File: config.mk
export PLATFORM = sky130hd
export DESIGN_NAME = dual_port_ram_ecc
export DESIGN_NICKNAME = d
export VERILOG_FILES = /design/src/dpram_pkg.sv /design/src/dual_port_ram_ecc.sv
export SDC_FILE = /design/constraint.sdc
export NUM_CORES = 1
export LEC_CHECK = 0
export BUFFER_PORTS_ARGS = -buffer_cell sky130_fd_sc_hd__buf_2
export CAP_MARGIN = 25
export CORE_AREA = 2 2 231 324
export CTS_BUF_LIST = sky130_fd_sc_hd__clkbuf_8
export DETAILED_ROUTE_END_ITERATION = 7
export DIE_AREA = 0 0 233 326
export GPL_TIMING_DRIVEN = 0
export HOLD_SLACK_MARGIN = 0.02
export PLACE_DENSITY = 0.61
export RECOVER_POWER = 100
export SYNTH_ARGS = -nofsm -noshare
export SYNTH_HDL_FRONTEND = slang
export SYNTH_SLANG_ARGS = --single-unit
File: constraint.sdc
create_clock -name clk_sys_in -period 4 [get_ports clk_sys_in]
set_input_delay 0.4 -clock clk_sys_in [delete_from_list [all_inputs] [get_ports clk_sys_in]]
set_output_delay 0.4 -clock clk_sys_in [all_outputs]
set_load 0.05 [all_outputs]
File: src/dpram_pkg.sv
// Shared constants for the dual-port block RAM with error correction.
// Assumes a single system clock and a classic Wishbone register slave.
package dpram_pkg;

   // Port arrangements
   localparam int MODE_SINGLE = 0;
   localparam int MODE_SIMPLE = 1;
   localparam int MODE_TRUE = 2;

   // Port indices inside the per-port arrays
   localparam int PORT_A = 0;
   localparam int PORT_B = 1;

   // Register map, byte addresses on the Wishbone bus
   localparam int WB_ADR_W = 8;
   localparam int WB_DAT_W = 32;
   localparam logic [7:0] OFS_IRQ_STATUS = 8'h00;
   localparam logic [7:0] OFS_IRQ_MASK = 8'h04;
   localparam logic [7:0] OFS_ERR_ADDR = 8'h08;
   localparam logic [7:0] OFS_CTRL = 8'h0c;

   // Interrupt event layout: bit 2*port is single, 2*port+1 is double
   localparam int EV_W = 4;
   localparam int EV_SINGLE_OFS = 0;
   localparam int EV_DOUBLE_OFS = 1;

   // Reset values
   localparam logic [3:0] IRQ_MASK_RESET = 4'h0;
   localparam logic [3:0] IRQ_STATUS_RESET = 4'h0;
   localparam logic CTRL_CORRECT_RESET = 1'b1;
   localparam int CTRL_CORRECT_BIT = 0;

   // Codeword bits flipped by the error injection inputs
   localparam int INJECT_BIT_0 = 1;
   localparam int INJECT_BIT_1 = 2;

endpackage

File: src/dual_port_ram_ecc.sv
// Configurable block RAM with native ports A and B, optional output
// stages, byte writes, error correction and a Wishbone status slave.
// Assumes both ports and the bus share clk_sys_in; inputs synchronous.
`timescale 1ns/1ps

module dual_port_ram_ecc #(
   parameter int MODE = dpram_pkg::MODE_TRUE,
   parameter int DATA_W = 16,
   parameter int DEPTH = 16,
   parameter int OUT_STAGES = 0,
   parameter bit BYTE_WRITE = 1'b0,
   parameter int BYTE_W = 8,
   parameter bit ECC_EN = 1'b1,
   parameter int ADDR_W = $clog2(DEPTH),
   parameter int WE_W = BYTE_WRITE ? DATA_W / BYTE_W : 1
)(
   input wire logic clk_sys_in,
   input wire logic rst_in,
   input wire logic en_a_in,
   input wire logic [WE_W-1:0] we_a_in,
   input wire logic [ADDR_W-1:0] addr_a_in,
   input wire logic [DATA_W-1:0] din_a_in,
   input wire logic rst_a_in,
   input wire logic regce_a_in,
   input wire logic inject_single_in,
   input wire logic inject_double_in,
   input wire logic en_b_in,
   input wire logic [WE_W-1:0] we_b_in,
   input wire logic [ADDR_W-1:0] addr_b_in,
   input wire logic [DATA_W-1:0] din_b_in,
   input wire logic rst_b_in,
   input wire logic regce_b_in,
   input wire logic wb_cyc_in,
   input wire logic wb_stb_in,
   input wire logic wb_we_in,
   input wire logic [dpram_pkg::WB_ADR_W-1:0] wb_adr_in,
   input wire logic [3:0] wb_sel_in,
   input wire logic [dpram_pkg::WB_DAT_W-1:0] wb_dat_in,
   output logic [dpram_pkg::WB_DAT_W-1:0] wb_dat_out,
   output logic wb_ack_out,
   output logic irq_out,
   output logic [DATA_W-1:0] dout_a_out,
   output logic single_err_a_out,
   output logic double_err_a_out,
   output logic [ADDR_W-1:0] err_addr_a_out,
   output logic [DATA_W-1:0] dout_b_out,
   output logic single_err_b_out,
   output logic double_err_b_out,
   output logic [ADDR_W-1:0] err_addr_b_out
);

   // Parity bit count of the single-correct, double-detect code
   localparam int PAR_W = $clog2(DATA_W + 1 + $clog2(DATA_W + 1));
   localparam int CW = ECC_EN ? DATA_W + PAR_W + 1 : DATA_W;
   localparam int LAST = OUT_STAGES;

   // Refuse parameter sets the logic cannot serve
   generate
      if (MODE < dpram_pkg::MODE_SINGLE || MODE > dpram_pkg::MODE_TRUE) begin
         $error("MODE out of range");
      end
      if (OUT_STAGES < 0 || OUT_STAGES > 2) begin
         $error("OUT_STAGES must be 0, 1 or 2");
      end
      if (DEPTH < 2 || (1 << ADDR_W) != DEPTH) begin
         $error("DEPTH must be a power of two of at least 2");
      end
      if (BYTE_WRITE && (ECC_EN || DATA_W % BYTE_W != 0)) begin
         $error("Byte writes need whole bytes and no error correction");
      end
      if (WE_W != (BYTE_WRITE ? DATA_W / BYTE_W : 1)) begin
         $error("WE_W does not match the byte layout");
      end
   endgenerate

   // One output stage entry: data, flags and the address it came from
   typedef struct packed {
      logic sb;
      logic db;
      logic [ADDR_W-1:0] adr;
      logic [DATA_W-1:0] dat;
   } stage_s;

   // Whole module state
   typedef struct packed {
      logic [DEPTH-1:0][CW-1:0] mem;
      stage_s [1:0][LAST:0] pipe;
      logic [dpram_pkg::EV_W-1:0] irq_stat;
      logic [dpram_pkg::EV_W-1:0] irq_mask;
      logic correct;
      logic [ADDR_W-1:0] err_addr;
      logic wb_ack;
      logic [dpram_pkg::WB_DAT_W-1:0] wb_dat;
      logic irq;
   } state_s;

   state_s state;
   state_s next_state;

   logic [1:0] en;
   logic [1:0] rst_p;
   logic [1:0] regce;
   logic [1:0][WE_W-1:0] we;
   logic [1:0][ADDR_W-1:0] addr;
   logic [1:0][DATA_W-1:0] din;
   logic [1:0] port_on;
   logic [1:0] can_read;
   logic [1:0] can_write;
   logic [CW-1:0] wcw;
   logic [CW-1:0] inj;
   stage_s dec;
   logic [dpram_pkg::EV_W-1:0] ev;
   logic [dpram_pkg::EV_W-1:0] clr;
   logic wb_access;

   // Per-port arrays of the separate port inputs
   assign en = {en_b_in, en_a_in};
   assign rst_p = {rst_b_in, rst_a_in};
   assign regce = {regce_b_in, regce_a_in};
   assign we = {we_b_in, we_a_in};
   assign addr = {addr_b_in, addr_a_in};
   assign din = {din_b_in, din_a_in};

   // Port B write only in true dual
   // Port B absent in single port
   assign port_on[0] = 1'b1;
   assign port_on[1] = (MODE != dpram_pkg::MODE_SINGLE);
   assign can_read[0] = (MODE != dpram_pkg::MODE_SIMPLE);
   assign can_read[1] = (MODE != dpram_pkg::MODE_SINGLE);
   assign can_write[0] = 1'b1;
   assign can_write[1] = (MODE == dpram_pkg::MODE_TRUE);

   // Encode data into a codeword, overall parity at bit 0
   function automatic logic [CW-1:0] ecc_enc(input logic [DATA_W-1:0] d);
      logic [CW-1:0] c;
      int j;
      c = '0;
      j = 0;
      if (!ECC_EN) begin
         c = CW'(d);
      end else begin
         for (int i = 1; i < CW; i++) begin
            if ((i & (i - 1)) != 0) begin
               c[i] = d[j];
               j++;
            end
         end
         for (int i = 1; i < CW; i++) begin
            if ((i & (i - 1)) != 0) begin
               for (int b = 0; b < PAR_W; b++) begin
                  if (i[b]) begin
                     c[1 << b] = c[1 << b] ^ c[i];
                  end
               end
            end
         end
         c[0] = ^c;
      end
      return c;
   endfunction

   // Decode a codeword, fixing one flipped bit and flagging two
   function automatic stage_s ecc_dec(input logic [CW-1:0] c,
                                      input logic fix);
      stage_s r;
      logic [CW-1:0] w;
      int syn;
      int j;
      r = '0;
      w = c;
      syn = 0;
      j = 0;
      if (!ECC_EN) begin
         r.dat = w[DATA_W-1:0];
      end else begin
         for (int i = 1; i < CW; i++) begin
            if (c[i]) begin
               syn = syn ^ i;
            end
         end
         if (fix) begin
            if (^c && syn < CW) begin
               r.sb = 1'b1;
               if (syn != 0) begin
                  w[syn] = ~w[syn];
               end
            end else if (syn != 0) begin
               r.db = 1'b1;
            end
         end
         for (int i = 1; i < CW; i++) begin
            if ((i & (i - 1)) != 0) begin
               r.dat[j] = w[i];
               j++;
            end
         end
      end
      return r;
   endfunction

   // Next state of memory, output stages, registers and bus answer
   always_comb begin
      next_state = state;
      ev = '0;
      clr = '0;
      wcw = '0;
      inj = '0;
      dec = '0;
      wb_access = wb_cyc_in && wb_stb_in && !state.wb_ack;

      if (ECC_EN && inject_double_in) begin
         inj[dpram_pkg::INJECT_BIT_0] = 1'b1;
         inj[dpram_pkg::INJECT_BIT_1] = 1'b1;
      end else if (ECC_EN && inject_single_in) begin
         inj[dpram_pkg::INJECT_BIT_0] = 1'b1;
      end

      for (int p = 0; p < 2; p++) begin
         if (port_on[p] && en[p]) begin
            if (rst_p[p]) begin
               next_state.pipe[p][0] = '0;
            end else if (can_write[p] && (|we[p])) begin
               wcw = ecc_enc(din[p]);
               if (p == dpram_pkg::PORT_A) begin
                  wcw = wcw ^ inj;
               end
               if (BYTE_WRITE) begin
                  for (int b = 0; b < WE_W; b++) begin
                     if (we[p][b]) begin
                        next_state.mem[addr[p]][b*BYTE_W +: BYTE_W] =
                           wcw[b*BYTE_W +: BYTE_W];
                     end
                  end
               end else begin
                  next_state.mem[addr[p]] = wcw;
               end
            end else if (can_read[p]) begin
               dec = ecc_dec(state.mem[addr[p]], state.correct);
               dec.adr = addr[p];
               next_state.pipe[p][0] = dec;
               ev[2*p + dpram_pkg::EV_SINGLE_OFS] = dec.sb;
               ev[2*p + dpram_pkg::EV_DOUBLE_OFS] = dec.db;
               if (dec.sb || dec.db) begin
                  next_state.err_addr = addr[p];
               end
            end
         end

         // Output stages behind the first one
         for (int k = 1; k <= LAST; k++) begin
            if (port_on[p] && en[p]) begin
               if (k == LAST && rst_p[p]) begin
                  next_state.pipe[p][k] = '0;
               end else if (k < LAST || regce[p]) begin
                  next_state.pipe[p][k] = state.pipe[p][k-1];
               end
            end
         end
      end

      // Register bus: one-cycle ack, writes and reads
      next_state.wb_ack = wb_access;
      if (wb_access && wb_we_in && wb_sel_in[0]) begin
         unique case (wb_adr_in)
            dpram_pkg::OFS_IRQ_STATUS: clr = wb_dat_in[dpram_pkg::EV_W-1:0];
            dpram_pkg::OFS_IRQ_MASK:
               next_state.irq_mask = wb_dat_in[dpram_pkg::EV_W-1:0];
            dpram_pkg::OFS_CTRL:
               next_state.correct = wb_dat_in[dpram_pkg::CTRL_CORRECT_BIT];
            default: ;
         endcase
      end
      if (wb_access && !wb_we_in) begin
         unique case (wb_adr_in)
            dpram_pkg::OFS_IRQ_STATUS:
               next_state.wb_dat = 32'(state.irq_stat);
            dpram_pkg::OFS_IRQ_MASK: next_state.wb_dat = 32'(state.irq_mask);
            dpram_pkg::OFS_ERR_ADDR: next_state.wb_dat = 32'(state.err_addr);
            dpram_pkg::OFS_CTRL: next_state.wb_dat = 32'(state.correct);
            default: next_state.wb_dat = '0;
         endcase
      end

      // Sticky events: a new event wins over a same-cycle clear
      next_state.irq_stat = (state.irq_stat & ~clr) | ev;
      next_state.irq = |(next_state.irq_stat & next_state.irq_mask);

      // Synchronous reset of control state; memory contents kept
      if (rst_in) begin
         next_state.pipe = '0;
         next_state.irq_stat = dpram_pkg::IRQ_STATUS_RESET;
         next_state.irq_mask = dpram_pkg::IRQ_MASK_RESET;
         next_state.correct = dpram_pkg::CTRL_CORRECT_RESET;
         next_state.err_addr = '0;
         next_state.wb_ack = 1'b0;
         next_state.wb_dat = '0;
         next_state.irq = 1'b0;
      end
   end

   // State register
   always_ff @(posedge clk_sys_in) begin
      state <= next_state;
   end

   // Outputs from the last stage of each port
   assign dout_a_out = state.pipe[0][LAST].dat;
   assign single_err_a_out = state.pipe[0][LAST].sb;
   assign double_err_a_out = state.pipe[0][LAST].db;
   assign err_addr_a_out = state.pipe[0][LAST].adr;
   assign dout_b_out = state.pipe[1][LAST].dat;
   assign single_err_b_out = state.pipe[1][LAST].sb;
   assign double_err_b_out = state.pipe[1][LAST].db;
   assign err_addr_b_out = state.pipe[1][LAST].adr;
   assign wb_dat_out = state.wb_dat;
   assign wb_ack_out = state.wb_ack;
   assign irq_out = state.irq;

endmodule

=== Word-level counts from Yosys, hierarchy flattened ===
Index checks and enable logic that the tools add are counted.

* Input bits: 99
* Logic and storage cells: 1379
* Flip-flop bits (word level): 443

* Eq/ne operators: 5
* $lt $le $gt $ge: 100
* Reduce and logical (&&, ||, !) cells: 56
* Add/subtract/negate cells: 56
* Bitwise operators: 117
* Multiplexer cells: 1014

{| class="wikitable"
|+ Operators by type and width
! operator !! count
|-
| $mux W32 || 306
|-
| $lt A32 B6 Y1 const B || 62
|-
| $add A32 B2 Y32 const B || 56
|-
| $mux W352 || 5
|-
| $mux W16 || 84
|-
| $ge A32 B1 Y1 const B || 32
|-
| $bwmux W352 || 2
|-
| $mux W22 || 29
|-
| $bwmux W16 || 30
|-
| $mux W1 || 390
|-
| $mux W374 || 1
|-
| $bmux W22 S4 || 2
|-
| $demux W22 S4 || 2
|-
| $bmux W1 S4 || 30
|-
| $demux W1 S4 || 30
|-
| $mux W4 || 27
|-
| $mux W2 || 48
|-
| $reduce_xor A22 Y1 || 4
|-
| $xor A1 B1 Y1 || 70
|-
| $mux W5 || 13
|-
| $lt A32 B7 Y1 const B || 2
|-
| $reduce_bool A32 Y1 || 2
|-
| $bwmux W22 || 2
|-
| $logic_and A1 B1 Y1 || 41
|-
| other kinds (21) || 78
|}

=== Logic depth before layout (Yosys ltp) ===
Gate-level depths: netlist (run 1).

* Word-level depth: 180
* Gate-level depth with buffers: 18
* Gate-level depth less buffers: 12

=== Worst setup path after synthesis (run 1) ===
Ideal clock, no wire load.

* Path type: input-to-reg
* Start point: input addr_b_in[0]
* End point: register state (netlist bit dout_b_out[15])
* Setup time: 0.132 ns
* Slack: 0.207 ns
* Data required time: 3.868 ns
* Stages: 13
* Buffers on the path: 2
* Arrival time: 3.661 ns
* Path through: buf_6 -> buf_8 -> mux4_2 -> mux4_2 -> xnor2_1 -> xnor2_2 -> xnor2_1 -> or2_1 -> or3_1 -> nor2_1 -> nand2_1 -> a32oi_1 -> a21oi_1

* Cells in the longest elaborated chain, start to end: 166
* Elaborated cells between the ends (all ways): 181
* Those cells by class: 3 x order compare; 157 x mux; 17 x bitwise; 4 x reduce/logical

{| class="wikitable"
|+ Ends and longest elaborated chain
! element !! RTL line !! RTL
|-
| from (decl) || dual_port_ram_ecc.sv:29 || <nowiki>input wire logic [ADDR_W-1:0] addr_b_in,</nowiki>
|-
| $bmux W22 S4 (*) || dual_port_ram_ecc.sv:238 || <nowiki>dec = ecc_dec(state.mem[addr[p]], state.correct);</nowiki>
|-
| $mux W22 (not written as such) (*) || dual_port_ram_ecc.sv:238 ||
|-
| $mux W1 || dual_port_ram_ecc.sv:177 || <nowiki>if (c[i]) begin</nowiki>
|-
| $mux W32 || dual_port_ram_ecc.sv:222 || <nowiki>end else if (can_write[p] && (|we[p])) begin</nowiki>
|-
| $mux W32 || dual_port_ram_ecc.sv:220 || <nowiki>if (rst_p[p]) begin</nowiki>
|-
| $mux W32 || dual_port_ram_ecc.sv:219 || <nowiki>if (port_on[p] && en[p]) begin</nowiki>
|-
| $mux W2 || dual_port_ram_ecc.sv:177 ||
|-
| $mux W32 || dual_port_ram_ecc.sv:222 ||
|-
| (+150 left out) || -- ||
|-
| $mux W16 || dual_port_ram_ecc.sv:219 ||
|-
| $bwmux W16 || dual_port_ram_ecc.sv:193 || <nowiki>r.dat[j] = w[i];</nowiki>
|-
| $mux W16 || dual_port_ram_ecc.sv:222 ||
|-
| $mux W16 || dual_port_ram_ecc.sv:220 ||
|-
| $mux W16 || dual_port_ram_ecc.sv:219 ||
|-
| $bwmux W16 (*) || dual_port_ram_ecc.sv:193 ||
|-
| $mux W22 (*) || dual_port_ram_ecc.sv:222 ||
|-
| $mux W22 (*) || dual_port_ram_ecc.sv:220 ||
|-
| to (signal assigned) || dual_port_ram_ecc.sv:303 || <nowiki>state <= next_state;</nowiki>
|-
| to (decl) || dual_port_ram_ecc.sv:97 || <nowiki>state_s state;</nowiki>
|}

Mark *: on every way between the ends. The rest lies on a longest branch, timed or not. The select of a mux whose other input is x is not followed.
A chain may end at the register's enable or synchronous reset.

=== Final worst setup path (run 1) ===
* Start point: input addr_a_in[1]
* End point: register state (netlist bit irq_out)

* Cells in the longest elaborated chain, start to end: 109
* Elaborated cells between the ends (all ways): 119
* Those cells by class: 1 x order compare; 96 x mux; 18 x bitwise; 4 x reduce/logical

{| class="wikitable"
|+ Ends and longest elaborated chain
! element !! RTL line !! RTL
|-
| from (decl) || dual_port_ram_ecc.sv:21 || <nowiki>input wire logic [ADDR_W-1:0] addr_a_in,</nowiki>
|-
| $bmux W22 S4 (*) || dual_port_ram_ecc.sv:238 ||
|-
| $mux W22 (not written as such) (*) || dual_port_ram_ecc.sv:238 ||
|-
| $mux W1 || dual_port_ram_ecc.sv:177 ||
|-
| $mux W32 || dual_port_ram_ecc.sv:222 ||
|-
| $mux W32 || dual_port_ram_ecc.sv:220 ||
|-
| $mux W32 || dual_port_ram_ecc.sv:219 ||
|-
| $mux W2 || dual_port_ram_ecc.sv:177 ||
|-
| $mux W32 || dual_port_ram_ecc.sv:222 ||
|-
| (+93 left out) || -- ||
|-
| $mux W2 (*) || dual_port_ram_ecc.sv:220 ||
|-
| $mux W2 (*) || dual_port_ram_ecc.sv:219 ||
|-
| $mux W2 (*) || dual_port_ram_ecc.sv:222 ||
|-
| $mux W2 (*) || dual_port_ram_ecc.sv:220 ||
|-
| $mux W2 (*) || dual_port_ram_ecc.sv:219 ||
|-
| $or A4 B4 Y4 (*) || dual_port_ram_ecc.sv:285 || <nowiki>next_state.irq_stat = (state.irq_stat & ~clr) | ev;</nowiki>
|-
| $and A4 B4 Y4 (*) || dual_port_ram_ecc.sv:286 || <nowiki>next_state.irq = |(next_state.irq_stat & next_state.irq_mask);</nowiki>
|-
| $reduce_or A4 Y1 (*) || dual_port_ram_ecc.sv:286 ||
|}

Marks and branches as above.

==> results of run 1 <==
==> worst min-delay path, stage by stage <==
cell      delay, ns
buf_2          0.09
nand3b_1       0.12
nor2_1         0.05
==> cells by family after synthesis <==
group                     count (synthesis)
buffers and inverters                   355
DFF                                     415
xor gates and xnor gates                131
other                                     1
and+or+nand+nor                         936
AOI/OAI and AO/OA                       639
muxes                                   384
==> through the flow <==
step                worst slack [ns]  hold WS [ns]  setup TNS, ns  total power (W)  util (%)
detailed placement             -1.55         0.449        -199.45           0.0159      37.0
floorplan                      0.207         0.432              0           0.0131         -
global route                 -0.0458        0.0490         -0.183           0.0216      39.6
global placement               -1.57         0.441        -200.64           0.0157      36.9
finish                      -0.00632       0.00982       -0.00632           0.0208      39.6
CTS                          -0.0460        0.0202        -0.0460           0.0201      39.2
==> registers in the layout (all words and copies together), names as in the netlist <==
register	cells
state	365
dout_a_out	16
dout_b_out	16
err_addr_a_out	4
err_addr_b_out	4
wb_dat_out	4
double_err_a_out	1
double_err_b_out	1
irq_out	1
single_err_a_out	1
single_err_b_out	1
wb_ack_out	1
==> cell type report <==
cell class	instances	share of cell area, %
antenna	3	0.0258
buffer	347	6.59
inverter	7	0.0903
tap	960	4.13
clock inverter	33	0.774
sequential	415	28.6
clock buffer	88	4.16
multi-input combinational	2118	53.7
timing repair buffer	104	1.94
==> routing by layer <==
metal | global-route usage, % | up-vias | share of wire, %
met2 | 51.2 | 1771 | 47
met5 | 0 | - | 0.033
li1 | - | 10500 | -
met1 | 31.9 | 11800 | 33
met4 | 28.6 | 6 | 11
met3 | 7.33 | 626 | 9.2
==> layout by cell type, fill, tap and decap left out, drive strengths merged, types with 6 or more instances in the layout <==
cell | synthesis | final
nor2 | 266 | 266
nor3 | 19 | 19
mux2i | 188 | 188
or2 | 8 | 8
conb | 1 | 28
a32oi | 20 | 20
a221oi | 9 | 9
and2 | 12 | 12
nor2b | 11 | 11
dfxtp | 415 | 415
mux4 | 194 | 194
nand2b | 12 | 12
a22oi | 70 | 70
a21oi | 124 | 124
a31oi | 101 | 101
nand4 | 9 | 9
nand3 | 31 | 31
inv | 6 | 30
nand2 | 545 | 545
o21ai | 272 | 272
xor2 | 20 | 20
o22ai | 8 | 8
xnor2 | 104 | 104
clkbuf | 199 | 354
or3 | 6 | 6
buf | 149 | 182
a22o | 6 | 6
a211oi | 6 | 6
==> power groups by stage <==
| stage | clock network (W) | logic [W] | registers (W) |
|---|---|---|---|
| 6_report | 0.00415 | 0.0105 | 0.00618 |
| 5_1_grt | 0.00428 | 0.0110 | 0.00626 |
| 4_1_cts | 0.00411 | 0.00992 | 0.00611 |
| 3_5_place_dp | 0 | 0.00970 | 0.00618 |
| 3_3_place_gp | 0 | 0.00960 | 0.00614 |
| 2_1_floorplan | 0 | 0.00721 | 0.00589 |
==> repair_timing <==
action / 4_1_cts / 5_1_grt
cloned: 0 / 0
setup endpoints to repair: 89 / 50
hold buffers: 3 / 0
pin swaps: 1 / 10
buffers inserted: 2 / 10
resized for setup: 48 / 58
hold endpoints to repair: 4 / 0
==> worst min-delay path by stage <==
stage                                   to  depth (start not counted)
after floorplan             dout_a_out[11]                          2
after global placement      dout_a_out[11]                          2
after detailed placement  double_err_a_out                          2
after CTS                        state[40]                          3
after global routing            wb_ack_out                          3
final                           wb_ack_out                          3
==> flow_summary.yaml, run 1 <==
outcome:
  status: "finished, violations left"
  violations: "capacitance limit, slew limit, setup timing"
critical_path:
  timing.reg2reg.setup_slack_ns: 0.08
  crit_family: "buffers and inverters"
  crit_arrival_ns: 4.59
  slowest_delay_ns: 0.43
  critPathKind: "input port to register"
  path_max_fanout: 10
  cp_num_cells: 16
  worstPathCellList: "buf_4 > buf_6 > buf_8 > buf_6 > mux4_2 > a22oi_2 > nand2_1 > xnor2_2 > xnor2_2 > xnor3_1 > buf_2 > or2_0 > a21oi_1 > mux2i_1 > or3_1 > o211ai_1"
  cp-start-kind: "input port"
  critPathLaunch: "addr_a_in[1]"
  slowest_stage: "or3_1"
  worstPathRequired_ns: 4.58
  crit_buf_inv: 5
  crit_end: "irq_out"
  end_kind: "register"
  r2r-start: "state[161]"
  reg2reg_to: "irq_out"
  reg2regPathDepth: 11
drt:
  post-route-drc-count: 0
  dr.pass1.iters: 8
  dr.first_iter.drc_count: 3013
  avgViaCountPerCell: 6.07
  antenna_left: 0
  drt-total-wl_microns: 120000
  wl_per_cell_microns: 29.3
  vias: 24700
synth:
  synth_area_per_cell_sq_um: 8.87
  synth_flop_cell: "dfxtp_1"
  synth_commonest_cells: "nand2_1, dfxtp_1, o21ai_0"
  synth-seq-area-share_pct: 32.7
  synth_fa_ha_area_share_pct: 0
  ys_top_cells_by_area: "dfxtp_1, mux4_2, nand2_1, mux2i_1, o21ai_0"
  synth_top_family_by_area: "multiplexers"
  synth_cell_types: 78
  synthMuxAreaShare_pct: 24.8
  async_flop_share_pct: 0
  synth_compound_area_share_pct: 14.9
  yosys_warnings: 0
  netlist.area_leader.share_pct: 32.7
  synth_edf_count: 0
  yosysTopAreaCell: "dfxtp_1"
  synth_most_common_cell: "nand2_1"
  synth_xor_area_share_pct: 5.32
  ys_ff_latch: 415
  syn_area_sq_um: 25400
  synthSimpleGateAreaFrac_pct: 15.0
  syn-instance-count: 2861
clock_tree:
  clock_latency_ns: 0.70
  cts-root-buf: "clkbuf_8"
  numCtsBuffers: 68
  cts_tree: "done"
  htree_levels: 3
  clockBufferDepth: 3
  path_clk_slew_ns: 0.07
  cts_sinks: 415
timing:
  fin_crit_sh_pct: 100
  fmax_mhz: 250
  timing.final.ws_setup_ns: -0.00632
  finalMaxSlewViolations: 9
  min_period_ns: 4.01
  final.setup_skew_ns: 0.0333
  setup_violations: 1
  rsz0062_at_grt: "true"
  tightest_slew_ns: 1.74
  relSlewSlack_pct: -16.9
  final-hold-violation-count: 0
floorplanning:
  num_rows: 118
  ioPinCount: 177
  die_w_microns: 233
  die_area_sq_um: 76000
  core_sq_um: 73400
  die_y_microns: 326
  initial_core_util_pct: 34.6
global_route:
  grt_overflow: 0
  grt_pass1_wl_microns: 167000
  grt_max_degree: 20
  grt_pass1_vias: 23400
  grt_usage_pct: 30.9
  grt_antenna_before_repair: 6
finish:
  final_net_count: 3160
  regArea_sq_um: 8310
  final_area_sq_um: 29100
  area_growth_syn_to_layout_pct: 14.6
  drive_gt1_share_pct: 17.8
  stdcell_count: 4075
  fillerInstances: 7425
  multiInputGateArea_sq_um: 15600
worst_hold_path:
  hold_start: "wb_stb_in"
  hold_path.class: "input port to register"
power:
  peakVddDrop_v: 0.000476
  switching_share_pct: 44.1
  internal-power_w: 0.0116
  seqPwrFrac_pct: 29.7
  clkPwrFrac_pct: 19.9
  pwr-share-comb_pct: 50.4
  p_per_area_nw_per_um2: 716
  p_leak_nw: 11.5
  switchingPower_w: 0.00918
placement:
  io_buffer_count: 76
  dp_cells: 3932
  dp_hpwl_microns: 90600
  placed_area_sq_um: 27100
  gp_congestion: 1.02
job:
  maxCapViolCount: 1
No activity file was read; power rests on OpenSTA's default activity.
==> inputs of run 2 (changes only) <==
--- a/config.mk
+++ b/config.mk
@@ -11,8 +11,8 @@
 export CTS_BUF_LIST = sky130_fd_sc_hd__clkbuf_8
 export DETAILED_ROUTE_END_ITERATION = 7
 export DIE_AREA = 0 0 233 326
-export GPL_TIMING_DRIVEN = 0
 export HOLD_SLACK_MARGIN = 0.02
+export MAX_ROUTING_LAYER = met4
 export PLACE_DENSITY = 0.61
 export RECOVER_POWER = 100
 export SYNTH_ARGS = -nofsm -noshare
==> run 2 against run 1 <==
  * The flow finishes with violations (capacitance limit, slew limit)
  * Hold slack improved by 0.097 ns
  * Worst setup slack better by 0.060 ns
  * Design area is 0.82% higher
  * Sequential power shrank 2%
  * Largest power group unchanged
  * Die area did not move
  * Critical path depth shrank 8
  * Total power up 1.7%
==> flow_summary.yaml, run 2 (synthesis results as in run 1) <==
clock_tree:
  clockBufferDepth: 3
  cts_tree: "done"
  htree_levels: 2
  numCtsBuffers: 61
  clock_latency_ns: 0.69
  cts_sinks: 415
  path_clk_slew_ns: 0.07
  cts-root-buf: "clkbuf_8"
  postCtsSetupBuffers: 0
floorplanning:
  die_y_microns: 326
  die_w_microns: 233
  die_area_sq_um: 76000
  ioPinCount: 177
  num_rows: 118
  core_sq_um: 73400
  initial_core_util_pct: 34.6
power:
  clkPwrFrac_pct: 17.8
  finalPower_w: 0.0212
  peakVddDrop_v: 0.000696
  internal-power_w: 0.0127
  switchingPower_w: 0.00848
  pwr-share-comb_pct: 53.6
  switching_share_pct: 40.1
  seqPwrFrac_pct: 28.6
  p_leak_nw: 11.9
  p_per_area_nw_per_um2: 722
outcome:
  violations: "capacitance limit, slew limit"
  status: "finished, violations left"
timing:
  final-hold-violation-count: 0
  setup_violations: 0
  tightest_slew_ns: 2.07
  fmax_mhz: 253
  finalMaxSlewViolations: 312
  min_period_ns: 3.95
  rsz0062_at_grt: "false"
  final.setup.tns_ns: 0
  worst_hold_slack_ns: 0.107
  final.setup_skew_ns: 0.0264
  fin_crit_sh_pct: 98.6
  relSlewSlack_pct: -38.2
global_route:
  grtUsageMet2_pct: 41.2
  grt_overflow: 0
  grt_antenna_before_repair: 10
  grt_usage_pct: 25.2
  grt_pass1_vias: 21600
  met3_usage_pct: 4.20
  grt_max_degree: 44
  grt_pass1_wl_microns: 139000
  grt-busiest-layer: "met2"
  grtUsageMet1_pct: 28.2
finish:
  drive_gt1_share_pct: 21.8
  area_growth_syn_to_layout_pct: 15.6
  stdcell_count: 4046
  layout_common_cells: "nand2_1, dfxtp_1, o21ai_0, nor2_1, buf_4"
  final_common_cell: "nand2_1"
  fillerInstances: 7243
  largest_register_ffs: 365
  regMostFlops: "state"
  final_net_count: 3126
critical_path:
  slowest_delay_ns: 1.32
  cp-start-kind: "input port"
  path_max_fanout: 24
  end_kind: "register"
  crit_arrival_ns: 4.43
  critPathKind: "input port to register"
  worstPathRequired_ns: 4.49
  worstPathCellList: "clkbuf_1 > inv_1 > nor3b_1 > nor2b_1 > nand2_1 > nor2_1 > dlymetal6s4s_1 > o21ai_0"
  slowest_stage: "nor2_1"
placement:
  dp_cells: 3917
  dp_hpwl_microns: 67800
  gp_congestion: 0.947
  io_buffer_count: 115
drt:
  avgViaCountPerCell: 5.65
  post-route-drc-count: 0
  dr.first_iter.drc_count: 2093
  wl_per_cell_microns: 23.5
  antenna_left: 0
  drt-total-wl_microns: 95200
  dr.pass1.iters: 6
  vias: 22900
job:
  maxCapViolCount: 13
worst_hold_path:
  hold_path.class: "input port to register"
==> run 2: cell types whose count changed in the layout (fill, tap and decap cells not counted), moves of 16 or more <==
| cell | delta |
|---|---|
| buf_4 | +149 |
| buf_12 | +20 |
| nand2_2 | -17 |
| nand2_1 | +19 |
| buf_6 | -19 |
| buf_1 | -16 |
| buf_2 | +23 |
| clkbuf_1 | -177 |
==> run 2: per-layer routing <==
metal / vias up / wire, microns
li1: 10500 / -
met1: 10900 / 34500
met2: 1163 / 45600
met3: 330 / 7920
met4: 0 / 7170
met5: - / 0
==> run 2: power by group through the flow <==
stage,Sequential (W),Clock (W),Combinational (W)
2_1_floorplan,0.00589,0,0.00721
3_3_place_gp,0.00605,0,0.0112
3_5_place_dp,0.00610,0,0.0113
4_1_cts,0.00602,0.00382,0.0114
5_1_grt,0.00618,0.00397,0.0122
6_report,0.00606,0.00377,0.0113
==> run 2: worst paths after layout <==
path                       start        endpoint  slack [ns]  depth (start not counted)
hold reg to reg   dout_a_out[11]  dout_a_out[11]        0.46                          2
setup reg to reg      state[251]   dout_a_out[0]        0.13                         12
setup / recovery         we_b_in      state[321]        0.05                          8
hold / removal      wb_adr_in[2]       state[38]        0.11                          4
==> run 2: worst max-delay path: cells and delay by family <==
kind	cells	cell delay [ns]
compound gates	1	0.28
buf+inv	3	1.28
simple gates	4	2.45
==> run 2: metrics by stage <==
step | cell area [sq um] | setup WS (ns) | util [%]
floorplan | 25500 | 0.207 | -
global placement | 28300 | -0.238 | 38.5
detailed placement | 28300 | -0.250 | 38.5
CTS | 29600 | 0.169 | 40.4
global route | 29300 | 0.0204 | 40.0
finish | 29300 | 0.0541 | 40.0
==> run 2: final cells by class <==
| class | instances | area (sq um) | area share, % |
|---|---|---|---|
| Sequential cell | 415 | 8310 | 28.3 |
| Inverter | 7 | 26.3 | 0.0896 |
| Clock buffer | 75 | 1030 | 3.52 |
| Clock inverter | 36 | 265 | 0.904 |
| Tap cell | 960 | 1200 | 4.10 |
| Antenna cell | 11 | 27.5 | 0.0939 |
| Timing Repair Buffer | 424 | 3080 | 10.5 |
| Multi-Input combinational cell | 2118 | 15400 | 52.5 |
==> run 2: timing repair <==
item	4_1_cts	5_1_grt
hold endpoints to repair	7	0
hold buffers	6	0
resized for setup	0	1
setup endpoints to repair	0	3
